**src/common/clk_stop_cfg.svh**
```systemverilog
`ifndef CLK_STOP_CFG_SVH
`define CLK_STOP_CFG_SVH
// timing
`define CS_CLK_NS 20
`define CS_RESUME_NS 1800000
`define CS_PD_DRIVE_NS 300000
`define CS_STOP_DRIVE_NS 10
`define CS_SHARE_LOW_PS 7490
// register byte offsets
`define CS_CPU_CFG_OFF 8'h00
`define CS_SRC_CFG_OFF 8'h04
`define CS_STATUS_OFF 8'h08
// cpu config fields, one bit per pair
`define CS_CPU_OE_LSB 0
`define CS_CPU_STOPPABLE_LSB 4
`define CS_CPU_STRI_LSB 8
`define CS_CPU_PTRI_LSB 12
`define CS_CPU_CFG_MASK 32'h0000_7777
`define CS_CPU_CFG_RST 32'h0000_0077
// src and shared pin config fields
`define CS_SRC_OE_BIT 0
`define CS_SRC_STOPPABLE_BIT 1
`define CS_SRC_STRI_BIT 2
`define CS_SRC_PTRI_BIT 3
`define CS_SHARE_SEL_BIT 4
`define CS_SW_STOP_N_BIT 5
`define CS_SRC_CFG_MASK 32'h0000_003F
`define CS_SRC_CFG_RST 32'h0000_0021
// status fields
`define CS_ST_PIN_LSB 0
`define CS_ST_PWR_LSB 3
`define CS_ST_PARK_LSB 7
`define CS_ST_SHARE_LSB 11
`define CS_ST_OSC_BIT 14
`endif

```
**src/common/clk_stop_pkg.sv**
```systemverilog
package clk_stop_pkg;
	typedef enum logic [2:0] {PS_RUN = 3'b001, PS_STOP = 3'b010,
		PS_PD = 3'b100} pair_st_e;
	typedef enum logic [3:0] {PW_RUN = 4'b0001, PW_ENTER = 4'b0010,
		PW_OFF = 4'b0100, PW_RESUME = 4'b1000} pwr_st_e;
	typedef enum logic [2:0] {SH_66 = 3'b001, SH_LOW = 3'b010,
		SH_48 = 3'b100} share_st_e;
endpackage : clk_stop_pkg

```
**src/common/pair_if.sv**
```systemverilog
`timescale 1ns/100ps
`default_nettype none
interface pair_if;
	logic phase;
	logic tick;
	logic stop_req;
	logic free_run;
	logic oe;
	logic stop_tri;
	logic pd_tri;
	logic pd_req;
	logic resume_drive;
	logic true_o;
	logic comp_o;
	logic true_oe_n;
	logic comp_oe_n;
	logic drive_x6;
	logic drive_x2;
	logic parked;
	modport ctl (output phase, tick, stop_req, free_run, oe, stop_tri,
		pd_tri, pd_req, resume_drive, input true_o, comp_o, true_oe_n,
		comp_oe_n, drive_x6, drive_x2, parked);
	modport pair (input phase, tick, stop_req, free_run, oe, stop_tri,
		pd_tri, pd_req, resume_drive, output true_o, comp_o, true_oe_n,
		comp_oe_n, drive_x6, drive_x2, parked);
endinterface : pair_if
`default_nettype wire

```
**src/hdl/clk_stop_ctl.sv**
```systemverilog
// Behaviour
// - cpu stop halts stoppable cpu pairs; free ones run
// - stop, drive bit 0: true high, complement low
// - stop, tristate bit 1: both legs tristated
// - stop release resumes glitch free, 2-6 periods
// - tristated stopped pair driven high after release
// - power-down parks clocks, then oscillator off
// - power-down needs two complement-rise low samples
// - single-ended clocks held low from next fall
// - pairs held high from next complement fall
// - pd drive bit 0: true x2, complement float
// - clocks stable under 1.8ms after release
// - pd-tristated pair driven high within 300us
// - shared pin 66MHz default, 48MHz when selected
// - switch: low at 66 fall, then 48
// - four independent controls per differential output
// - disabled pair always tristated
// - stop drives x6, power-down x2, all pairs
// - serial ref pair follows peripheral stop scheme
// - stop driven, pd tristate: float in pd only
// - cpu stop sampled at resume window end
// - peripheral stop sampled at resume window end
// - both drive bits 0 never tristates the true leg
// - free-running outputs ignore pin and soft stop
`timescale 1ns/100ps
`default_nettype none
`include "clk_stop_cfg.svh"
module clk_stop_ctl #(
	parameter int NCPU = 3,
	parameter int CPU_HALF = 1,
	parameter int C66_HALF = 2,
	parameter int C48_HALF = 3,
	parameter int PCI_HALF = 4,
	parameter int RESUME_CYC = `CS_RESUME_NS / `CS_CLK_NS,
	parameter int PD_DRIVE_CYC = `CS_PD_DRIVE_NS / `CS_CLK_NS
) (
	input wire logic aclk,
	input wire logic aresetn,
	input wire logic [7:0] awaddr,
	input wire logic awvalid,
	output logic awready,
	input wire logic [31:0] wdata,
	input wire logic [3:0] wstrb,
	input wire logic wvalid,
	output logic wready,
	output logic [1:0] bresp,
	output logic bvalid,
	input wire logic bready,
	input wire logic [7:0] araddr,
	input wire logic arvalid,
	output logic arready,
	output logic [31:0] rdata,
	output logic [1:0] rresp,
	output logic rvalid,
	input wire logic rready,
	input wire logic cpu_stop_n,
	input wire logic pci_stop_n,
	input wire logic powerdown_n,
	output logic [NCPU-1:0] cpu_true,
	output logic [NCPU-1:0] cpu_comp,
	output logic [NCPU-1:0] cpu_true_oe_n,
	output logic [NCPU-1:0] cpu_comp_oe_n,
	output logic [NCPU-1:0] cpu_drive_x6,
	output logic [NCPU-1:0] cpu_drive_x2,
	output logic serial_ref_pair_true,
	output logic serial_ref_pair_comp,
	output logic serial_ref_pair_true_oe_n,
	output logic serial_ref_pair_comp_oe_n,
	output logic serial_ref_pair_drive_x6,
	output logic serial_ref_pair_drive_x2,
	output logic [3:0] clk66_output,
	output logic [2:0] free_periph_clock,
	output logic dot_clock_48,
	output logic shared_66_48_pin,
	output logic osc_run
);
	localparam int NPAIR = NCPU + 1;
	localparam int HALF [4] = '{CPU_HALF, C66_HALF, C48_HALF, PCI_HALF};
	localparam int SHARE_LOW_RAW = (`CS_SHARE_LOW_PS + `CS_CLK_NS * 1000 - 1)
		/ (`CS_CLK_NS * 1000);
	localparam int SHARE_LOW_CYC = (SHARE_LOW_RAW < 1) ? 1 : SHARE_LOW_RAW;
	localparam int STOP_DRIVE_RAW = `CS_STOP_DRIVE_NS / `CS_CLK_NS;
	localparam int STOP_DRIVE_CYC = (STOP_DRIVE_RAW < 1) ? 1 : STOP_DRIVE_RAW;
	localparam int RW = $clog2(RESUME_CYC + 1);
	localparam int DW = $clog2(PD_DRIVE_CYC + 1);

	function automatic logic [31:0] merge_strb(input logic [31:0] old_v,
		input logic [31:0] new_v, input logic [3:0] strb);
		logic [31:0] res;
		res = old_v;
		for (int b = 0; b < 4; b++) begin
			if (strb[b])
				res[8*b +: 8] = new_v[8*b +: 8];
		end
		return res;
	endfunction : merge_strb

	// pin synchronisers: bit0 cpu stop, bit1 peripheral stop, bit2 power-down
	logic [2:0] pin_s1_ff, pin_s2_ff;
	always_ff @(posedge aclk) begin
		if (!aresetn) begin
			pin_s1_ff <= 3'h7;
			pin_s2_ff <= 3'h7;
		end else begin
			pin_s1_ff <= {powerdown_n, pci_stop_n, cpu_stop_n};
			pin_s2_ff <= pin_s1_ff;
		end
	end

	// register file
	logic [31:0] cpu_cfg_ff, src_cfg_ff, status;
	logic bvalid_ff, rvalid_ff, wr_go;
	logic [1:0] bresp_ff, rresp_ff;
	logic [31:0] rdata_ff;
	assign wr_go = awvalid && wvalid && !bvalid_ff;
	assign awready = wr_go;
	assign wready = wr_go;
	assign arready = !rvalid_ff;
	assign bvalid = bvalid_ff;
	assign bresp = bresp_ff;
	assign rvalid = rvalid_ff;
	assign rresp = rresp_ff;
	assign rdata = rdata_ff;

	always_ff @(posedge aclk) begin
		if (!aresetn) begin
			cpu_cfg_ff <= `CS_CPU_CFG_RST;
			src_cfg_ff <= `CS_SRC_CFG_RST;
		end else if (wr_go && awaddr == `CS_CPU_CFG_OFF) begin
			cpu_cfg_ff <= merge_strb(cpu_cfg_ff, wdata, wstrb) & `CS_CPU_CFG_MASK;
		end else if (wr_go && awaddr == `CS_SRC_CFG_OFF) begin
			src_cfg_ff <= merge_strb(src_cfg_ff, wdata, wstrb) & `CS_SRC_CFG_MASK;
		end
	end

	always_ff @(posedge aclk) begin
		if (!aresetn) begin
			bvalid_ff <= 1'b0;
			bresp_ff <= 2'h0;
		end else if (wr_go) begin
			bvalid_ff <= 1'b1;
			bresp_ff <= (awaddr == `CS_CPU_CFG_OFF || awaddr == `CS_SRC_CFG_OFF)
				? 2'h0 : 2'h2;
		end else if (bready) begin
			bvalid_ff <= 1'b0;
		end
	end

	always_ff @(posedge aclk) begin
		if (!aresetn) begin
			rvalid_ff <= 1'b0;
			rresp_ff <= 2'h0;
			rdata_ff <= 32'h0;
		end else if (arvalid && !rvalid_ff) begin
			rvalid_ff <= 1'b1;
			rresp_ff <= 2'h0;
			case (araddr)
				`CS_CPU_CFG_OFF: rdata_ff <= cpu_cfg_ff;
				`CS_SRC_CFG_OFF: rdata_ff <= src_cfg_ff;
				`CS_STATUS_OFF: rdata_ff <= status;
				default: begin
					rdata_ff <= 32'h0;
					rresp_ff <= 2'h2;
				end
			endcase
		end else if (rready) begin
			rvalid_ff <= 1'b0;
		end
	end

	// clock phase generators; the oscillator gate freezes all of them
	logic osc_run_ff;
	logic [3:0] phase_ff, tick, fall;
	genvar g;
	generate
		for (g = 0; g < 4; g++) begin : g_div
			logic [7:0] cnt_ff;
			assign tick[g] = osc_run_ff && cnt_ff == 8'(HALF[g] - 1);
			assign fall[g] = tick[g] && phase_ff[g];
			always_ff @(posedge aclk) begin
				if (!aresetn) begin
					cnt_ff <= 8'h0;
					phase_ff[g] <= 1'b0;
				end else if (tick[g]) begin
					cnt_ff <= 8'h0;
					phase_ff[g] <= !phase_ff[g];
				end else if (osc_run_ff) begin
					cnt_ff <= cnt_ff + 8'h1;
				end
			end
		end
	endgenerate

	// power-down sampling on complement rising edges (true falling)
	logic [1:0] pd_cnt_ff;
	always_ff @(posedge aclk) begin
		if (!aresetn || pin_s2_ff[2])
			pd_cnt_ff <= 2'h0;
		else if (fall[0] && pd_cnt_ff != 2'h2)
			pd_cnt_ff <= pd_cnt_ff + 2'h1;
	end

	clk_stop_pkg::pwr_st_e pw_st_ff, nxt_pw;
	logic [RW-1:0] res_cnt_ff;
	logic [2:0] hold_ff;
	logic [NPAIR-1:0] parked;
	logic all_parked;
	assign all_parked = (&parked) && (&hold_ff);

	always_comb begin
		nxt_pw = pw_st_ff;
		case (pw_st_ff)
			clk_stop_pkg::PW_RUN:
				if (pd_cnt_ff == 2'h2)
					nxt_pw = clk_stop_pkg::PW_ENTER;
			clk_stop_pkg::PW_ENTER:
				if (all_parked)
					nxt_pw = clk_stop_pkg::PW_OFF;
			clk_stop_pkg::PW_OFF:
				if (pin_s2_ff[2])
					nxt_pw = clk_stop_pkg::PW_RESUME;
			clk_stop_pkg::PW_RESUME:
				if (res_cnt_ff == RW'(RESUME_CYC - 1))
					nxt_pw = clk_stop_pkg::PW_RUN;
			default: nxt_pw = clk_stop_pkg::PW_RUN;
		endcase
	end

	always_ff @(posedge aclk) begin
		if (!aresetn) begin
			pw_st_ff <= clk_stop_pkg::PW_RUN;
			res_cnt_ff <= '0;
			osc_run_ff <= 1'b1;
		end else begin
			pw_st_ff <= nxt_pw;
			res_cnt_ff <= (pw_st_ff == clk_stop_pkg::PW_RESUME)
				? res_cnt_ff + RW'(1) : '0;
			osc_run_ff <= (nxt_pw != clk_stop_pkg::PW_OFF);
		end
	end

	// single-ended holds: 66, 48 and peripheral clocks
	generate
		for (g = 1; g < 4; g++) begin : g_hold
			always_ff @(posedge aclk) begin
				if (!aresetn)
					hold_ff[g-1] <= 1'b0;
				else if (pw_st_ff == clk_stop_pkg::PW_ENTER && fall[g])
					hold_ff[g-1] <= 1'b1;
				else if (pw_st_ff == clk_stop_pkg::PW_RUN && fall[g])
					hold_ff[g-1] <= 1'b0;
			end
		end
	endgenerate

	// shared pin source switch
	clk_stop_pkg::share_st_e sh_st_ff, nxt_sh;
	logic [7:0] low_cnt_ff;
	logic share_sel;
	assign share_sel = src_cfg_ff[`CS_SHARE_SEL_BIT];
	always_comb begin
		nxt_sh = sh_st_ff;
		case (sh_st_ff)
			clk_stop_pkg::SH_66:
				if (share_sel && fall[1])
					nxt_sh = clk_stop_pkg::SH_LOW;
			clk_stop_pkg::SH_48:
				if (!share_sel && fall[2])
					nxt_sh = clk_stop_pkg::SH_LOW;
			clk_stop_pkg::SH_LOW:
				if (low_cnt_ff >= 8'(SHARE_LOW_CYC) && share_sel
					&& tick[2] && !phase_ff[2])
					nxt_sh = clk_stop_pkg::SH_48;
				else if (low_cnt_ff >= 8'(SHARE_LOW_CYC) && !share_sel
					&& tick[1] && !phase_ff[1])
					nxt_sh = clk_stop_pkg::SH_66;
			default: nxt_sh = clk_stop_pkg::SH_66;
		endcase
	end

	always_ff @(posedge aclk) begin
		if (!aresetn) begin
			sh_st_ff <= clk_stop_pkg::SH_66;
			low_cnt_ff <= 8'h0;
		end else begin
			sh_st_ff <= nxt_sh;
			if (sh_st_ff != clk_stop_pkg::SH_LOW)
				low_cnt_ff <= 8'h0;
			else if (low_cnt_ff != 8'hFF)
				low_cnt_ff <= low_cnt_ff + 8'h1;
		end
	end

	// differential pairs: index NCPU is the serial reference pair
	logic [NPAIR-1:0] p_oe, p_stoppable, p_stri, p_ptri;
	logic [NPAIR-1:0] p_true, p_comp, p_toe_n, p_coe_n, p_x6, p_x2;
	logic cpu_stop_req, serial_ref_halt_drive_bit_req;
	assign p_oe = {src_cfg_ff[`CS_SRC_OE_BIT],
		cpu_cfg_ff[`CS_CPU_OE_LSB +: NCPU]};
	assign p_stoppable = {src_cfg_ff[`CS_SRC_STOPPABLE_BIT],
		cpu_cfg_ff[`CS_CPU_STOPPABLE_LSB +: NCPU]};
	assign p_stri = {src_cfg_ff[`CS_SRC_STRI_BIT],
		cpu_cfg_ff[`CS_CPU_STRI_LSB +: NCPU]};
	assign p_ptri = {src_cfg_ff[`CS_SRC_PTRI_BIT],
		cpu_cfg_ff[`CS_CPU_PTRI_LSB +: NCPU]};
	assign cpu_stop_req = !pin_s2_ff[0];
	assign serial_ref_halt_drive_bit_req = !pin_s2_ff[1] || !src_cfg_ff[`CS_SW_STOP_N_BIT];

	pair_if pif [NPAIR] ();
	generate
		for (g = 0; g < NPAIR; g++) begin : g_pair
			assign pif[g].phase = phase_ff[0];
			assign pif[g].tick = tick[0];
			assign pif[g].stop_req = (g < NCPU) ? cpu_stop_req : serial_ref_halt_drive_bit_req;
			assign pif[g].free_run = !p_stoppable[g];
			assign pif[g].oe = p_oe[g];
			assign pif[g].stop_tri = p_stri[g];
			assign pif[g].pd_tri = p_ptri[g];
			assign pif[g].pd_req = (pw_st_ff != clk_stop_pkg::PW_RUN);
			assign pif[g].resume_drive = (pw_st_ff == clk_stop_pkg::PW_RESUME);
			assign p_true[g] = pif[g].true_o;
			assign p_comp[g] = pif[g].comp_o;
			assign p_toe_n[g] = pif[g].true_oe_n;
			assign p_coe_n[g] = pif[g].comp_oe_n;
			assign p_x6[g] = pif[g].drive_x6;
			assign p_x2[g] = pif[g].drive_x2;
			assign parked[g] = pif[g].parked;
			diff_pair_ctl u_pair (
				.aclk(aclk),
				.aresetn(aresetn),
				.p(pif[g])
			);
		end
	endgenerate

	assign cpu_true = p_true[NCPU-1:0];
	assign cpu_comp = p_comp[NCPU-1:0];
	assign cpu_true_oe_n = p_toe_n[NCPU-1:0];
	assign cpu_comp_oe_n = p_coe_n[NCPU-1:0];
	assign cpu_drive_x6 = p_x6[NCPU-1:0];
	assign cpu_drive_x2 = p_x2[NCPU-1:0];
	assign serial_ref_pair_true = p_true[NCPU];
	assign serial_ref_pair_comp = p_comp[NCPU];
	assign serial_ref_pair_true_oe_n = p_toe_n[NCPU];
	assign serial_ref_pair_comp_oe_n = p_coe_n[NCPU];
	assign serial_ref_pair_drive_x6 = p_x6[NCPU];
	assign serial_ref_pair_drive_x2 = p_x2[NCPU];

	// single-ended pins are registered so a hold never leaves a runt
	logic c66_ff, d48_ff, pci_ff, share_ff;
	always_ff @(posedge aclk) begin
		if (!aresetn) begin
			c66_ff <= 1'b0;
			d48_ff <= 1'b0;
			pci_ff <= 1'b0;
			share_ff <= 1'b0;
		end else begin
			c66_ff <= phase_ff[1] && !hold_ff[0];
			d48_ff <= phase_ff[2] && !hold_ff[1];
			pci_ff <= phase_ff[3] && !hold_ff[2];
			case (sh_st_ff)
				clk_stop_pkg::SH_66: share_ff <= phase_ff[1] && !hold_ff[0];
				clk_stop_pkg::SH_48: share_ff <= phase_ff[2] && !hold_ff[1];
				default: share_ff <= 1'b0;
			endcase
		end
	end
	assign clk66_output = {4{c66_ff}};
	assign free_periph_clock = {3{pci_ff}};
	assign dot_clock_48 = d48_ff;
	assign shared_66_48_pin = share_ff;
	assign osc_run = osc_run_ff;

	assign status = {17'h0, osc_run_ff, sh_st_ff, parked, pw_st_ff, pin_s2_ff};

	// checking helpers
	logic [DW-1:0] drv_wait_ff;
	always_ff @(posedge aclk) begin
		if (!aresetn || pw_st_ff != clk_stop_pkg::PW_RESUME)
			drv_wait_ff <= '0;
		else if (|(parked & p_ptri & p_oe & p_toe_n) && drv_wait_ff != '1)
			drv_wait_ff <= drv_wait_ff + DW'(1);
	end
endmodule : clk_stop_ctl
`default_nettype wire

```
**src/hdl/diff_pair_ctl.sv**
```systemverilog
`timescale 1ns/100ps
`default_nettype none
module diff_pair_ctl (
	input wire logic aclk,
	input wire logic aresetn,
	pair_if.pair p
);
	clk_stop_pkg::pair_st_e state_ff, nxt_state;
	logic true_ff, comp_ff, toe_n_ff, coe_n_ff, x6_ff, x2_ff;
	logic rise, fall, stop_ok, nxt_phase;

	assign rise = p.tick && !p.phase;
	assign fall = p.tick && p.phase;
	assign stop_ok = p.stop_req && !p.free_run;
	assign nxt_phase = p.phase ^ p.tick;

	always_comb begin
		nxt_state = state_ff;
		case (state_ff)
			clk_stop_pkg::PS_RUN: begin
				// parking on the true rising edge keeps the high phase whole
				if (p.pd_req && rise)
					nxt_state = clk_stop_pkg::PS_PD;
				else if (stop_ok && rise)
					nxt_state = clk_stop_pkg::PS_STOP;
			end
			clk_stop_pkg::PS_STOP: begin
				if (p.pd_req)
					nxt_state = clk_stop_pkg::PS_PD;
				else if (!stop_ok && fall)
					nxt_state = clk_stop_pkg::PS_RUN;
			end
			clk_stop_pkg::PS_PD: begin
				// stop level is re-read only once the resume window ends
				if (!p.pd_req && stop_ok)
					nxt_state = clk_stop_pkg::PS_STOP;
				else if (!p.pd_req && fall)
					nxt_state = clk_stop_pkg::PS_RUN;
			end
			default: nxt_state = clk_stop_pkg::PS_RUN;
		endcase
	end

	always_ff @(posedge aclk) begin
		if (!aresetn)
			state_ff <= clk_stop_pkg::PS_RUN;
		else
			state_ff <= nxt_state;
	end

	always_ff @(posedge aclk) begin
		if (!aresetn) begin
			true_ff <= 1'b0;
			comp_ff <= 1'b1;
			toe_n_ff <= 1'b1;
			coe_n_ff <= 1'b1;
			x6_ff <= 1'b0;
			x2_ff <= 1'b0;
		end else begin
			true_ff <= (nxt_state == clk_stop_pkg::PS_RUN) ? nxt_phase : 1'b1;
			comp_ff <= (nxt_state == clk_stop_pkg::PS_RUN) ? !nxt_phase : 1'b0;
			x6_ff <= (nxt_state == clk_stop_pkg::PS_STOP);
			x2_ff <= (nxt_state == clk_stop_pkg::PS_PD);
			if (!p.oe) begin
				toe_n_ff <= 1'b1;
				coe_n_ff <= 1'b1;
			end else if (nxt_state == clk_stop_pkg::PS_STOP) begin
				// released pair is driven high again one cycle later
				toe_n_ff <= p.stop_tri && p.stop_req;
				coe_n_ff <= p.stop_tri && p.stop_req;
			end else if (nxt_state == clk_stop_pkg::PS_PD) begin
				toe_n_ff <= p.pd_tri && !p.resume_drive;
				coe_n_ff <= !(p.pd_tri && p.resume_drive);
			end else begin
				toe_n_ff <= 1'b0;
				coe_n_ff <= 1'b0;
			end
		end
	end

	assign p.true_o = true_ff;
	assign p.comp_o = comp_ff;
	assign p.true_oe_n = toe_n_ff;
	assign p.comp_oe_n = coe_n_ff;
	assign p.drive_x6 = x6_ff;
	assign p.drive_x2 = x2_ff;
	assign p.parked = (state_ff == clk_stop_pkg::PS_PD);
endmodule : diff_pair_ctl
`default_nettype wire
```
**config.mk**
```make
export PLATFORM = sky130hd
export DESIGN_NAME = clk_stop_ctl
export DESIGN_NICKNAME = d
export VERILOG_FILES = /design/src/common/clk_stop_pkg.sv /design/src/common/pair_if.sv /design/src/hdl/clk_stop_ctl.sv /design/src/hdl/diff_pair_ctl.sv
export VERILOG_INCLUDE_DIRS = /design/src /design/src/common
export SDC_FILE = /design/constraint.sdc
export NUM_CORES = 1
export LEC_CHECK = 0
export ABC_AREA = 1
export BUFFER_PORTS_ARGS = -buffer_cell sky130_fd_sc_hd__buf_2
export CAP_MARGIN = 0
export CORE_UTILIZATION = 40
export DETAILED_ROUTE_END_ITERATION = 16
export GPL_ROUTABILITY_DRIVEN = 0
export PLACE_DENSITY = 0.65
export SLEW_MARGIN = 40
export SYNTH_ARGS = -nofsm -noshare
export SYNTH_HDL_FRONTEND = slang
export SYNTH_SLANG_ARGS = --single-unit
```
**constraint.sdc**
```tcl
create_clock -name aclk -period 2.4 [get_ports aclk]
set_clock_uncertainty 0.05 [all_clocks]
set_input_delay 0.48 -clock aclk [delete_from_list [all_inputs] [get_ports aclk]]
set_output_delay 0.48 -clock aclk [all_outputs]
set_load 0.02 [all_outputs]
```
* After elaboration in Yosys (flattened, before gate mapping) *
Cells that the tools add are included.

storage, ports and cells
  flip-flop bits (word level) = 176
  input bits = 62
  output and inout port bits = 75
  word-level logic and storage cells = 309

operators by class
  $add $sub $neg = 7
  magnitude comparators = 1
  equality and inequality tests = 47
  multiplexer cells = 76
  bitwise gates (word level) = 3
  reduce and logical (&&, ||, !) cells = 116

operator list
  kind                     count
  $mux W3                  28
  $logic_and A1 B1 Y1      63
  $pmux W15 S3             1
  $pmux W3 S3              5
  $add A8 B1 Y8 const B    5
  $mux W1                  34
  $eq A3 B1 Y1 const B     9
  $eq A3 B2 Y1 const B     9
  $eq A3 B3 Y1 const B     9
  $logic_not A1 Y1         25
  $logic_not A8 Y1         3
  $add A17 B1 Y17 const B  1
  $eq A17 B17 Y1 const B   1
  $eq A8 B2 Y1 const B     2
  $eq A8 B3 Y1 const B     2
  $mux W4                  4
  $pmux W4 S4              1
  $reduce_and A2 Y1        7
  $reduce_bool A2 Y1       5
  $reduce_or A2 Y1         5
  $reduce_and A3 Y1        3
  $eq A8 B1 Y1 const B     1
  $eq A8 B4 Y1 const B     1
  $ge A8 B1 Y1 const B     1
  19 further kinds         25

* Longest topological paths before layout *
Gate-level depths: netlist (run 1).

  depth in word-level cells = 11
  depth in mapped cells = 13

* Cells and area by module *
Synthesis (run 1) repeated with hierarchy kept, for this count alone.

unflattened totals
  cells, all modules = 1092
  area, all modules = 7857.5 um2

modules (own cells, without submodules)
  module                                 instances  cells each  area each (um2)  seq. area each (um2)
  clk_stop_ctl                           1          804         5811.8           2422.3
  diff_pair_ctl at g_pair[0].u_pair ...  3          72          518.0            180.2
  diff_pair_ctl at g_pair[3].u_pair      1          72          491.7            180.2

* Worst setup path before layout (run 1) *
OpenSTA, ideal clock, no wires.

  kind = register to register
  from = reg osc_run_ff (netlist: osc_run)
  to = reg g_pair[3].u_pair.state_ff[0]
  arrival time = 1.908 ns
  required time = 2.230 ns
  setup slack = 0.322 ns
  cell stages (with the launch flop) = 9
  clock period less this slack = 2.078 ns
  cells stage by stage = dfxtp_1 -> buf_4 -> nand2_1 -> nor3_2 -> ha_1 -> inv_1 -> o211ai_2 -> nand4_2 -> or2_1

between the ends
  word-level cells in the longest chain between the ends = 6
  elaborated cells on any way between the ends = 14
  those cells by class = mux: 7; reduce/logical: 7

ends and longest elaborated chain
  item                                    line                                                           source
  start, declared                         clk_stop_ctl.sv:172                                            logic osc_run_ff;
  start signal, assigned                  clk_stop_ctl.sv:238                                            osc_run_ff <= (nxt_pw != clk_stop_pkg::PW_OFF);
  $logic_and A1 B1 Y1 (*)                 clk_stop_ctl.sv:178                                            assign tick[g] = osc_run_ff && cnt_ff == 8'(HALF[g] - 1);
  $logic_and A1 B1 Y1 (on tied branches)  diff_pair_ctl.sv:13, diff_pair_ctl.sv:12
  $logic_and A1 B1 Y1 (on tied branches)  diff_pair_ctl.sv:37, diff_pair_ctl.sv:24, diff_pair_ctl.sv:30
  $mux W3 (on tied branches)              diff_pair_ctl.sv:37, diff_pair_ctl.sv:24, diff_pair_ctl.sv:30
  $mux W3 (on tied branches)              diff_pair_ctl.sv:35, diff_pair_ctl.sv:22, diff_pair_ctl.sv:28
  $pmux W3 S3 (*)                         diff_pair_ctl.sv:19                                            case (state_ff)
  end signal, assigned                    diff_pair_ctl.sv:46                                            state_ff <= clk_stop_pkg::PS_RUN;
  end signal, assigned                    diff_pair_ctl.sv:48                                            state_ff <= nxt_state;
  end, declared                           diff_pair_ctl.sv:8                                             clk_stop_pkg::pair_st_e state_ff, nxt_state;

Mark *: on every way between the ends. The rest lies on a longest branch, timed or not.
A chain may end at the register's enable or synchronous reset.

* Final worst setup path (run 1) *
  from = reg g_div[0].cnt_ff[1]
  to = reg g_pair[2].u_pair.true_ff

between the ends
  word-level cells in the longest chain between the ends = 9
  elaborated cells on any way between the ends = 18
  those cells by class = eq/ne: 1; mux: 8; bitwise: 1; reduce/logical: 8

ends and longest elaborated chain
  item                                    line                                                           source
  start, declared                         clk_stop_ctl.sv:177                                            logic [7:0] cnt_ff;
  start signal, assigned                  clk_stop_ctl.sv:188                                            cnt_ff <= cnt_ff + 8'h1;
  $logic_not A8 Y1 (*)                    clk_stop_ctl.sv:178
  $logic_and A1 B1 Y1 (*)                 clk_stop_ctl.sv:178
  $logic_and A1 B1 Y1 (on tied branches)  diff_pair_ctl.sv:13, diff_pair_ctl.sv:12
  $logic_and A1 B1 Y1 (on tied branches)  diff_pair_ctl.sv:37, diff_pair_ctl.sv:24, diff_pair_ctl.sv:30
  $mux W3 (on tied branches)              diff_pair_ctl.sv:37, diff_pair_ctl.sv:24, diff_pair_ctl.sv:30
  $mux W3 (on tied branches)              diff_pair_ctl.sv:35, diff_pair_ctl.sv:22, diff_pair_ctl.sv:28
  $pmux W3 S3                             diff_pair_ctl.sv:19
  $eq A3 B1 Y1                            diff_pair_ctl.sv:60                                            true_ff <= (nxt_state == clk_stop_pkg::PS_RUN) ? nxt_phase : 1'b1;
  $mux W1 (*)                             diff_pair_ctl.sv:60
  end signal, assigned                    diff_pair_ctl.sv:60
  end, declared                           diff_pair_ctl.sv:9                                             logic true_ff, comp_ff, toe_n_ff, coe_n_ff, x6_ff, x2_ff;

Marks and branches as above.

==> summary.log, run 1 <==
qor: global_routing.gr-total-overflow 0
qor: sta.totalNegativeSetupSlack 0 ns
qor: clock_network.tritoncts.num_buffers 17
qor: sta.timing_hold_violations_final 0
qor: global_routing.largest_net_degree_at_the_start_of_global_routing 45
qor: die.core-area 0.01790 mm²
qor: layout.finish.net_count 1,148
qor: critical_path.cp.buffers_inverters 4
qor: synth.most_area_hungry_cell_type_in_the_yosys_netlist dfxtp_1
qor: critical_path.cell_at_the_slowest_stage_of_the_critical_path dfxtp_1
qor: synth.synth.top_cells.by_area dfxtp_1, nand2_1, inv_1, a21oi_1, nand3_1
qor: place.portBuffers 96
qor: die.dieHeight 137.0 µm
qor: synth.synth_cell_type_count 49
qor: min_path.worst_hold_path_type input port to flip-flop
qor: layout.areaGrowthSynthToFinish 13.64%
qor: synth.synth_edf_count 0
qor: die.chipWidth 137.0 µm
qor: die.die-area 0.01877 mm²
qor: global_routing.antenna_violations_before_repair 1
qor: synth.yosysSeqAreaShare 0.4310
qor: die.pin_count 137
qor: critical_path.cp_top_family simple AND/OR/NAND/NOR gates
qor: power.vdd.ir_drop.worst 0.6579 mV
qor: route.detail_route.wirelength 16.42 mm
qor: route.drt_pass1_iterations 5
qor: sta.fmax 455.1 MHz
qor: sta.rsz_0062_raised_after_global_routing false
qor: critical_path.timing_worst_setup_path_type flip-flop to flip-flop
qor: synth.yosysWarningCount 0
qor: synth.register_bit_total_from_synthesis 157
qor: sta.fin_crit_sh 0.9156
qor: clock_network.clock_tree.htree_level_count 4
qor: sta.final-max-slew-violation-count 0
qor: clock_network.clkSinkCount 157
qor: layout.seqCellArea 0.003143 mm²
qor: synth.synthesis.area 0.007292 mm²
qor: place.place_hpwl 12.24 mm
qor: die.start_util 0.4073
qor: critical_path.cp-end-kind flip-flop
qor: layout.drive_above_1_share 0.1605
qor: critical_path.worstPathCellList inv_1, ha_1, nand4_1, nor3_4, ha_1, inv_1, nor2_4, inv_1, nand3_2, nand3_1, o21ai_2, inv_2
qor: clock_network.clkLatencyLatePin 0.42 ns
qor: clock_network.tritoncts built
qor: outcome.status complete, no violations
qor: sta.setup_violations 0
qor: critical_path.setup.worst_path.start_class flip-flop
qor: clock_network.clock-root-buffer clkbuf_16
qor: global_routing.grt_first_pass_wirelength 26.70 mm
qor: route.drt_iter0_markers 348
qor: critical_path.cp.arrival 2.46 ns
qor: route.route.antenna.remaining_nets 0
qor: sta.timing.max_slew.rel_slack 0.5961
qor: critical_path.cp_max_fo 6
qor: synth.area_fraction_of_the_dominant_cell_type_after_synthesis 0.4310
qor: clock_network.post_cts.resized_instances 0
qor: critical_path.timing.critical_path.slowest_cell_delay 0.31 ns
qor: power.total_power 0.005734 W
qor: power.power.static_leakage 3.621 nW
qor: critical_path.library_cell_appearing_most_often_on_the_critical_path inv_1
qor: place.place.detailed.instances 1,282
qor: sta.timing_worst_slew_pin_value 0.6013 ns
qor: clock_network.cts.path.max_buffers 2
qor: route.drcViolationCount 0
qor: route.detailroute.via_count 6,371
qor: clock_network.post-cts-setup-buffer-count 0
qor: route.wl_per_cell 12.50 µm
qor: job.max-cap-violations 0
qor: clock_network.clkSlewWorstSetupHoldPaths 0.06 ns
qor: global_routing.first_global_vias 5,621
qor: synth.synth_async_sr_flop_share 0
qor: layout.layout.cells.non_filler 1,314
qor: layout.multiInputGateArea 0.003286 mm²
qor: synth.synthesis.area_per_instance 7.336 µm²
qor: critical_path.critical_path_required 2.66 ns
qor: layout.layout.filler_cells 1,816
qor: power.pwr_density_cell 691.9 mW/mm²
qor: sta.finalCriticalPeriod 2.197 ns
qor: route.post_drt_via_cell_ratio 4.849
qor: global_routing.gr-usage-all-layers 0.1829
qor: die.std_cell_rows 49
qor: clock_network.ctsHoldBuffers 0
qor: synth.synth_top_flop_cell dfxtp_1
qor: synth.synthCells 994
## flip-flops by register name, summed over array words and instances (netlist names), 2 cells and up
name and cells:
sh_st_ff 3, pin_s1_ff 3, src_cfg_ff 6, cpu_cfg_ff 12, rdata 15, phase_ff 3, g_div.cnt_ff 32, g_pair.u_pair.p.true_oe_n 4
g_pair.u_pair.p.drive_x6 4, g_pair.u_pair.state_ff 12, g_pair.u_pair.p.drive_x2 4, g_pair.u_pair.p.comp_oe_n 4, hold_ff 3, pd_cnt_ff 2, pin_s2_ff 3, pw_st_ff 4
g_pair.u_pair.p.comp_o 4, res_cnt_ff 17, low_cnt_ff 8, g_pair.u_pair.p.true_o 4
## cell usage after synthesis (4+ instances only)
cell type	count
inv_2	6
buf_2	5
clkbuf_1	9
nor2_2	4
nand3_1	81
or2_2	9
ha_1	14
xor2_1	6
nand2_1	185
nand4_1	19
inv_1	129
o21ai_1	7
nor2_1	98
nor3_1	21
nor3_2	8
dfxtp_1	157
nor3b_1	7
buf_4	47
o211ai_1	6
a21oi_1	88
o21ai_0	50
## final cells by class
class,instances,share of cell area
multi-input combinational,656,0.3965
clock buffer,21,0.05436
inverter,136,0.06160
sequential,157,0.3793
clock inverter,10,0.008153
tap,229,0.03458
antenna,1,0.0003020
timing repair buffer,104,0.06523
## stage by stage
stage	hold slack [ns]	worst slack, ns	util	area [µm²]
final	0.2050	0.2026	0.4629	8287
after global routing	0.1877	0.01903	0.4627	8284
after CTS	0.1906	0.1831	0.4624	8278
after detailed placement	0.3484	0.1982	0.4335	7760
after global placement	0.3444	0.2331	0.4335	7760
after floorplan	0.3425	0.3218	-	7360
## cell families (layout without fill, tap and decap cells)
kind of cell / after synthesis / in the layout / share of synthesized area
flip-flops: 157 / 157 / 0.4310
AND/OR/NAND/NOR: 450 / 450 / 0.2857
AO/OA/AOI/OAI: 167 / 167 / 0.1230
other: 1 / 20 / 0.0005143
adder cells (fa/ha/maj): 14 / 14 / 0.02402
buffers and inverters: 199 / 271 / 0.1285
XOR/XNOR: 6 / 6 / 0.007207
## worst register-to-register path, cell delays in order, from the launching register on
cell	delay (ns)
dfxtp_1	0.31
inv_1	0.10
ha_1	0.16
nand4_1	0.14
nor3_4	0.21
ha_1	0.24
inv_1	0.16
nor2_4	0.19
inv_1	0.12
nand3_2	0.12
nand3_1	0.09
o21ai_2	0.17
inv_2	0.04
## final timing paths
path	startpoint	endpoint	slack (ns)	depth (start not counted)
worst max-delay path	g_div[0].cnt_ff[1]$_SDFFE_PP0P_	g_pair[2].u_pair.p.true_o$_SDFF_PN0_	0.20	12
worst max register to register	g_div[0].cnt_ff[1]$_SDFFE_PP0P_	g_pair[2].u_pair.p.true_o$_SDFF_PN0_	0.20	12
worst min register to register	pin_s1_ff[1]$_SDFF_PN1_	pin_s2_ff[1]$_SDFF_PN1_	0.36	1
worst min-delay path	cpu_stop_n	pin_s1_ff[0]$_SDFF_PN1_	0.21	2
## where the power goes
group          internal [W]  switching (W)  leakage (nW)
logic              0.000200       0.000390          2.10
registers           0.00271      0.0000568          1.28
clock network       0.00134        0.00104         0.246
## per-layer routing
layer	wire (µm)	vias up	GRT usage
met5	0	-	0
met4	192	0	0.06227
met3	607	13	0.03963
met2	7638	117	0.2949
met1	7984	2906	0.2403
li1	-	3335	-
## layout by cell type, fill, tap and decap left out, types with 21 or more instances in the layout
master / synthesis / routed
nand2_1: 185 / 185
dfxtp_1: 157 / 157
inv_1: 129 / 129
nor2_1: 98 / 98
buf_2: 5 / 96
a21oi_1: 88 / 88
nand3_1: 81 / 81
o21ai_0: 50 / 50
nor3_1: 21 / 21
(Power assumes the default switching activity.)
==> run 2: changes to the inputs <==
--- a/config.mk
+++ b/config.mk
@@ -13,6 +13,7 @@
 export DETAILED_ROUTE_END_ITERATION = 16
 export GPL_ROUTABILITY_DRIVEN = 0
 export PLACE_DENSITY = 0.65
+export REMOVE_ABC_BUFFERS = 1
 export SLEW_MARGIN = 40
 export SYNTH_ARGS = -nofsm -noshare
 export SYNTH_HDL_FRONTEND = slang
==> run 2 against run 1 <==
  * Maximum frequency is essentially flat
  * Clock-buffer cell count grew 2
  * Setup slack lost 0.0018 ns
  * Sequential cell count is the same
  * Final area grew 2.3%
  * Critical endpoint is now g_pair[2].u_pair.p.comp_oe_n$_SDFF_PN1_
  * Critical path type unchanged
  * Worst hold slack lost 0.016 ns
  * Power grew 11%
  * Register-to-register slack is essentially flat
  * Via count grew 0.96%
  * Die area is the same
  * Sequential share of layout area shrank 0.86 points
==> summary.log, run 2 (synthesized netlist as in run 1, its figures left out) <==
qor: route.detailroute.via_count 6,432
qor: layout.largest-register g_div.cnt_ff
qor: min_path.worstHoldStart cpu_stop_n
qor: critical_path.setup.worst_path.start_class flip-flop
qor: sta.setup_violations 0
qor: clock_network.clkSlewWorstSetupHoldPaths 0.06 ns
qor: sta.totalNegativeSetupSlack 0 ns
qor: layout.seqCellArea 0.003143 mm²
qor: power.cell_internal_pwr 0.004875 W
qor: sta.timing.final.ws_setup 0.2008 ns
qor: global_routing.antenna_violations_before_repair 0
qor: route.post_drt_via_cell_ratio 4.873
qor: route.drcViolationCount 0
qor: sta.timing.max_slew.rel_slack 0.5244
qor: clock_network.cts.path.max_buffers 2
qor: clock_network.tritoncts.num_buffers 17
qor: power.vdd.ir_drop.worst 0.5078 mV
qor: power.power.static_leakage 3.731 nW
qor: critical_path.cp_max_fo 6
qor: layout.drive_above_1_share 0.1668
qor: layout.finish.net_count 1,154
qor: critical_path.cell_at_the_slowest_stage_of_the_critical_path dfxtp_1
qor: layout.antenna_cells_inserted 0
qor: route.route.antenna.remaining_nets 0
qor: sta.final-max-slew-violation-count 0
qor: layout.final_common_cell nand2_1
qor: place.pre_cts_ws 0.2312 ns
qor: global_routing.grt_first_pass_wirelength 26.84 mm
qor: place.portBuffers 96
qor: power.switching_share 0.2369
qor: layout.areaGrowthSynthToFinish 16.28%
qor: route.drt_pass1_iterations 7
qor: job.max-cap-violations 0
qor: min_path.worst_hold_path_type input port to flip-flop
qor: critical_path.worstPathCellList inv_1, ha_1, nand4_1, nor3_4, ha_1, inv_1, a21oi_1, nand3b_1, nand2_1, nand3_1, nand3_1
qor: power.clkPwrFrac 0.473
qor: route.detail_route.wirelength 16.63 mm
qor: critical_path.crit_end g_pair[2].u_pair.p.comp_oe_n$_SDFF_PN1_
qor: place.placedInstanceArea 0.007805 mm²
qor: clock_network.clock-root-buffer clkbuf_16
qor: layout.most_frequent_cells_in_the_layout nand2_1, dfxtp_1, inv_1
qor: sta.rsz_0062_raised_after_global_routing false
qor: global_routing.largest_net_degree_at_the_start_of_global_routing 31
qor: die.chipWidth 137.0 µm
qor: clock_network.clock_tree.htree_level_count 4
qor: die.die-area 0.01877 mm²
qor: sta.timing_worst_slew_pin_value 0.7125 ns
qor: layout.multiInputGateArea 0.003286 mm²
qor: place.place_hpwl 12.32 mm
qor: die.std_cell_rows 49
qor: route.drt_iter0_markers 482
qor: die.core-area 0.01790 mm²
qor: clock_network.post-cts-setup-buffer-count 0
qor: power.power.switching 0.001513 W
qor: critical_path.crit_path_start g_div[0].cnt_ff[1]$_SDFFE_PP0P_
qor: clock_network.post_cts.resized_instances 0
qor: layout.largest_reg_flops 32
qor: route.wl_per_cell 12.60 µm
qor: power.pwr_density_cell 753.4 mW/mm²
qor: die.pin_count 137
qor: critical_path.timing.critical_path.slowest_cell_delay 0.31 ns
qor: outcome.status complete, no violations
qor: critical_path.cp-end-kind flip-flop
qor: layout.layout.cell_area.non_filler 0.008479 mm²
qor: global_routing.gr-total-overflow 0
qor: clock_network.tritoncts built
qor: clock_network.clkLatencyLatePin 0.43 ns
qor: global_routing.first_global_vias 5,700
qor: layout.layout.filler_cells 1,793
qor: power.seq_power_share 0.433
qor: critical_path.critical_path_required 2.66 ns
qor: sta.timing_hold_violations_final 0
qor: critical_path.timing_worst_setup_path_type flip-flop to flip-flop
qor: power.total_power 0.006388 W
qor: die.start_util 0.4073
qor: clock_network.ctsHoldBuffers 0
qor: die.dieHeight 137.0 µm
qor: sta.finalCriticalPeriod 2.199 ns
qor: power.share_comb_of_total_power 0.094
qor: sta.fin_crit_sh 0.9163
qor: critical_path.r2r_setup_slack 0.20 ns
qor: critical_path.worst_r2r_startpoint g_div[0].cnt_ff[1]$_SDFFE_PP0P_
qor: critical_path.rr_endpoint g_pair[2].u_pair.p.comp_oe_n$_SDFF_PN1_
qor: critical_path.ff_to_ff_path_depth 11
qor: sta.fmax 454.7 MHz
qor: critical_path.cp.arrival 2.46 ns
qor: global_routing.gr-usage-all-layers 0.1839
qor: clock_network.clkSinkCount 157
==> run 2: changes by cell type in the layout (fill, tap and decap cells not counted), sizes merged <==
cell,before,now
buf,104,110
bufinv,0,5
clkinv,5,3
inv,137,136
diode,1,0
clkbuf,21,23
clkinvlp,4,1
==> run 2: through the flow <==
step	hold slack, ns	cells	utilization
2_1_floorplan	0.3425	949	-
3_3_place_gp	0.3445	1288	0.4360
3_5_place_dp	0.3514	1288	0.4360
4_1_cts	0.1769	1320	0.4733
5_1_grt	0.1870	1320	0.4737
6_report	0.1888	1320	0.4737
==> run 2: routing by layer <==
layer	up-vias	wire, µm	GRT usage	part of all wire
met5	-	0	0	0
met4	0	230	0.06349	0.014
met3	21	840	0.03889	0.051
met2	174	7797	0.2949	0.47
met1	2903	7758	0.2434	0.47
li1	3334	-	-	-
==> run 2: layout make-up <==
type / instances / share of cell area
multi-input cells: 656 / 0.3875
flip-flops and latches: 157 / 0.3707
repair buffers: 110 / 0.06906
inverters: 136 / 0.06020
clock buffers: 23 / 0.05755
well taps: 229 / 0.03379
clock inverters: 9 / 0.02125
==> run 2: critical path, delay by kind of cell, from the launching register on <==
kind	cells	cell delay, ns
flops	1	0.31
fa+ha+maj	2	0.39
compound gates	1	0.21
simple gates	6	0.89
buf+inv	2	0.25
==> run 2: power groups by stage <==
stage | clock network, W | registers, W | logic, W
after global placement | 0 | 0.00282 | 0.000595
after floorplan | 0 | 0.00288 | 0.000338
after global routing | 0.00318 | 0.00278 | 0.000686
final | 0.00302 | 0.00276 | 0.000602
after detailed placement | 0 | 0.00282 | 0.000601
after CTS | 0.00306 | 0.00277 | 0.000603
==> run 2: how the worst min path moves through the flow <==
stage | endpoint | depth (start not counted)
5_1_grt | pin_s1_ff[0]$_SDFF_PN1_ | 2
2_1_floorplan | pin_s2_ff[0]$_SDFF_PN1_ | 1
3_3_place_gp | pin_s2_ff[0]$_SDFF_PN1_ | 1
6_report | pin_s1_ff[0]$_SDFF_PN1_ | 2
4_1_cts | pin_s1_ff[0]$_SDFF_PN1_ | 2
3_5_place_dp | pin_s2_ff[0]$_SDFF_PN1_ | 1
==> run 3: changes to the inputs <==
--- a/config.mk
+++ b/config.mk
@@ -10,6 +10,7 @@
 export BUFFER_PORTS_ARGS = -buffer_cell sky130_fd_sc_hd__buf_2
 export CAP_MARGIN = 0
 export CORE_UTILIZATION = 40
+export CTS_BUF_LIST = sky130_fd_sc_hd__clkbuf_2 sky130_fd_sc_hd__clkbuf_4 sky130_fd_sc_hd__clkbuf_8
 export DETAILED_ROUTE_END_ITERATION = 16
 export GPL_ROUTABILITY_DRIVEN = 0
 export PLACE_DENSITY = 0.65
@@ -18,3 +19,4 @@
 export SYNTH_ARGS = -nofsm -noshare
 export SYNTH_HDL_FRONTEND = slang
 export SYNTH_SLANG_ARGS = --single-unit
+export TNS_END_PERCENT = 10
==> constraint.sdc (replaced) <==
create_clock -name aclk -period 2.05 [get_ports aclk]
set_clock_uncertainty 0.05 [all_clocks]
set_input_delay 0.41 -clock aclk [delete_from_list [all_inputs] [get_ports aclk]]
set_output_delay 0.41 -clock aclk [all_outputs]
set_load 0.02 [all_outputs]
==> run 3 against run 2 <==
  * Worst hold slack worse by 0.12 ns
  * Via count grew 0.17%
  * Utilization is 0.24 points lower
  * Maximum frequency is 11% higher
  * Power fell by 2.5%
  * Critical path depth grew 1
  * Final cell count increased by 1.3%
  * Sequential share of layout area increased by 0.20 points
  * First-iteration DRC count is 22% lower
  * Register-to-register slack worse by 0.14 ns
  * Non-clock buffer count rose by 17
  * Clock power fell by 26%
==> summary.log, run 3 (synthesized netlist as in run 1, its figures left out) <==
qor: sta.fmax 502.9 MHz
qor: critical_path.setup.worst_path.start_class flip-flop
qor: critical_path.worst_r2r_startpoint g_div[0].cnt_ff[0]$_SDFFE_PP0P_
qor: die.dieHeight 137.0 µm
qor: power.switching_share 0.2851
qor: clock_network.tritoncts.num_buffers 17
qor: layout.areaGrowthSynthToFinish 15.70%
qor: clock_network.clkSlewWorstSetupHoldPaths 0.09 ns
qor: critical_path.cp.arrival 2.29 ns
qor: sta.rsz_0062_raised_after_global_routing true
qor: critical_path.crit_path_start g_div[0].cnt_ff[0]$_SDFFE_PP0P_
qor: critical_path.cp-end-kind flip-flop
qor: layout.antenna_cells_inserted 0
qor: route.drt_pass1_iterations 7
qor: global_routing.gr-usage-all-layers 0.1818
qor: critical_path.critical_path_required 2.36 ns
qor: global_routing.grt_first_pass_wirelength 26.28 mm
qor: clock_network.clock-root-buffer clkbuf_8
qor: layout.layout.cell_area.non_filler 0.008437 mm²
qor: global_routing.antenna_violations_before_repair 0
qor: clock_network.cts.path.max_buffers 2
qor: layout.final_common_cell nand2_1
qor: place.placedInstanceArea 0.007918 mm²
qor: sta.timing_hold_violations_final 0
qor: die.pin_count 137
qor: route.drcViolationCount 0
qor: layout.finish.net_count 1,171
qor: critical_path.r2r_setup_slack 0.06 ns
qor: die.start_util 0.4073
qor: power.share_comb_of_total_power 0.123
qor: sta.totalNegativeSetupSlack 0 ns
qor: critical_path.rr_endpoint g_pair[2].u_pair.p.true_oe_n$_SDFF_PN1_
qor: layout.drive_above_1_share 0.2076
qor: die.chipWidth 137.0 µm
qor: clock_network.tritoncts built
qor: power.clkPwrFrac 0.358
qor: place.portBuffers 96
qor: min_path.worst_hold_path_type input port to flip-flop
qor: power.power.switching 0.001777 W
qor: power.cell_internal_pwr 0.004454 W
qor: power.pwr_density_cell 738.5 mW/mm²
qor: clock_network.clkLatencyLatePin 0.47 ns
qor: power.power.static_leakage 3.684 nW
qor: layout.most_frequent_cells_in_the_layout nand2_1, dfxtp_1, inv_1
qor: layout.layout.filler_cells 1,837
qor: sta.timing_worst_slew_pin_value 0.5248 ns
qor: outcome.status complete, no violations
qor: route.detail_route.wirelength 16.60 mm
qor: die.core-area 0.01790 mm²
qor: sta.setup_violations 0
qor: global_routing.gr-total-overflow 0
qor: route.wl_per_cell 12.41 µm
qor: global_routing.largest_net_degree_at_the_start_of_global_routing 30
qor: sta.fin_crit_sh 0.9699
qor: sta.timing.max_slew.rel_slack 0.6482
qor: job.max-cap-violations 0
qor: die.die-area 0.01877 mm²
qor: critical_path.timing_worst_setup_path_type flip-flop to flip-flop
qor: clock_network.clock_tree.htree_level_count 4
qor: route.detailroute.via_count 6,443
qor: layout.largest_reg_flops 32
qor: route.post_drt_via_cell_ratio 4.819
qor: sta.finalCriticalPeriod 1.988 ns
qor: die.std_cell_rows 49
qor: power.vdd.ir_drop.worst 0.3978 mV
qor: critical_path.cp_max_fo 5
qor: global_routing.first_global_vias 5,612
qor: layout.largest-register g_div.cnt_ff
qor: critical_path.crit_end g_pair[2].u_pair.p.true_oe_n$_SDFF_PN1_
qor: route.route.antenna.remaining_nets 0
qor: place.place_hpwl 12.48 mm
qor: clock_network.clkSinkCount 157
qor: route.drt_iter0_markers 374
qor: critical_path.ff_to_ff_path_depth 12
qor: sta.final-max-slew-violation-count 0
qor: power.seq_power_share 0.519
## run 3: cell types whose count changed in the layout (fill, tap and decap cells not counted), moves of 7 or more
| cell | change |
|---|---|
| nand2_1 | -7 |
| clkbuf_8 | +14 |
| nand2_2 | +7 |
| clkbuf_16 | -17 |
| buf_4 | +16 |
## run 3: how the worst min path moves through the flow
stage	startpoint	to	slack, ns	cells past startpoint
detailed placement	pin_s1_ff[0]$_SDFF_PN1_	pin_s2_ff[0]$_SDFF_PN1_	0.35	1
floorplan	pin_s1_ff[0]$_SDFF_PN1_	pin_s2_ff[0]$_SDFF_PN1_	0.34	1
global placement	pin_s1_ff[0]$_SDFF_PN1_	pin_s2_ff[0]$_SDFF_PN1_	0.34	1
finish	pci_stop_n	pin_s1_ff[1]$_SDFF_PN1_	0.07	2
CTS	pci_stop_n	pin_s1_ff[1]$_SDFF_PN1_	0.05	2
global route	pci_stop_n	pin_s1_ff[1]$_SDFF_PN1_	0.05	2
## run 3: repair_timing
item	4_1_cts	5_1_grt
endpoints found under the setup margin	1	23
pin swaps	0	16
hold buffers	0	0
resized for setup	1	40
endpoints found under the hold margin	0	0
buffers inserted	0	2
## run 3: cell type report
type / instances / area (µm²) / area share
Tap cell: 229 / 286.5 / 0.03396
Sequential cell: 157 / 3144 / 0.3727
Clock buffer: 18 / 247.7 / 0.02936
Multi-Input combinational cell: 656 / 3397 / 0.4026
Timing Repair Buffer: 127 / 716.9 / 0.08498
Clock inverter: 14 / 131.4 / 0.01557
Inverter: 136 / 513.0 / 0.06080
## run 3: per-layer routing
| metal | wire (µm) | track usage | vias up | share of wire |
|---|---|---|---|---|
| met2 | 7583 | 0.2882 | 155 | 0.46 |
| met4 | 261 | 0.06349 | 0 | 0.016 |
| met1 | 7910 | 0.2420 | 2899 | 0.48 |
| li1 | - | - | 3368 | - |
| met3 | 842 | 0.04037 | 21 | 0.051 |
| met5 | 0 | 0 | - | 0 |
## run 3: through the flow
step	instances	hold slack (ns)	total power, W	setup slack [ns]	util
3_5_place_dp	1303	0.3527	0.004016	0.02110	0.4423
5_1_grt	1337	0.05445	0.006511	-0.09269	0.4713
2_1_floorplan	949	0.3425	0.003767	-0.1995	-
3_3_place_gp	1303	0.3441	0.004009	0.04144	0.4423
4_1_cts	1335	0.04564	0.006238	0.01746	0.4638
6_report	1337	0.07060	0.006231	0.06172	0.4713
## run 3: worst max-delay path, cell delays in order (launching register included)
cell     delay (ns)
dfxtp_2        0.33
inv_2          0.05
ha_2           0.15
nand4_1        0.13
nor3_4         0.29
ha_2           0.25
inv_4          0.07
nor2_4         0.11
inv_2          0.09
nand3_4        0.09
nand2_1        0.10
nand3_1        0.10
nand3_1        0.06
## run 3: power by group through the flow
stage / logic, W / clock network [W] / registers [W]
after detailed placement: 0.000713 / 0 / 0.00330
after CTS: 0.000716 / 0.00229 / 0.00323
final: 0.000767 / 0.00223 / 0.00323
after global routing: 0.000856 / 0.00241 / 0.00325
after global placement: 0.000707 / 0 / 0.00330
after floorplan: 0.000396 / 0 / 0.00337
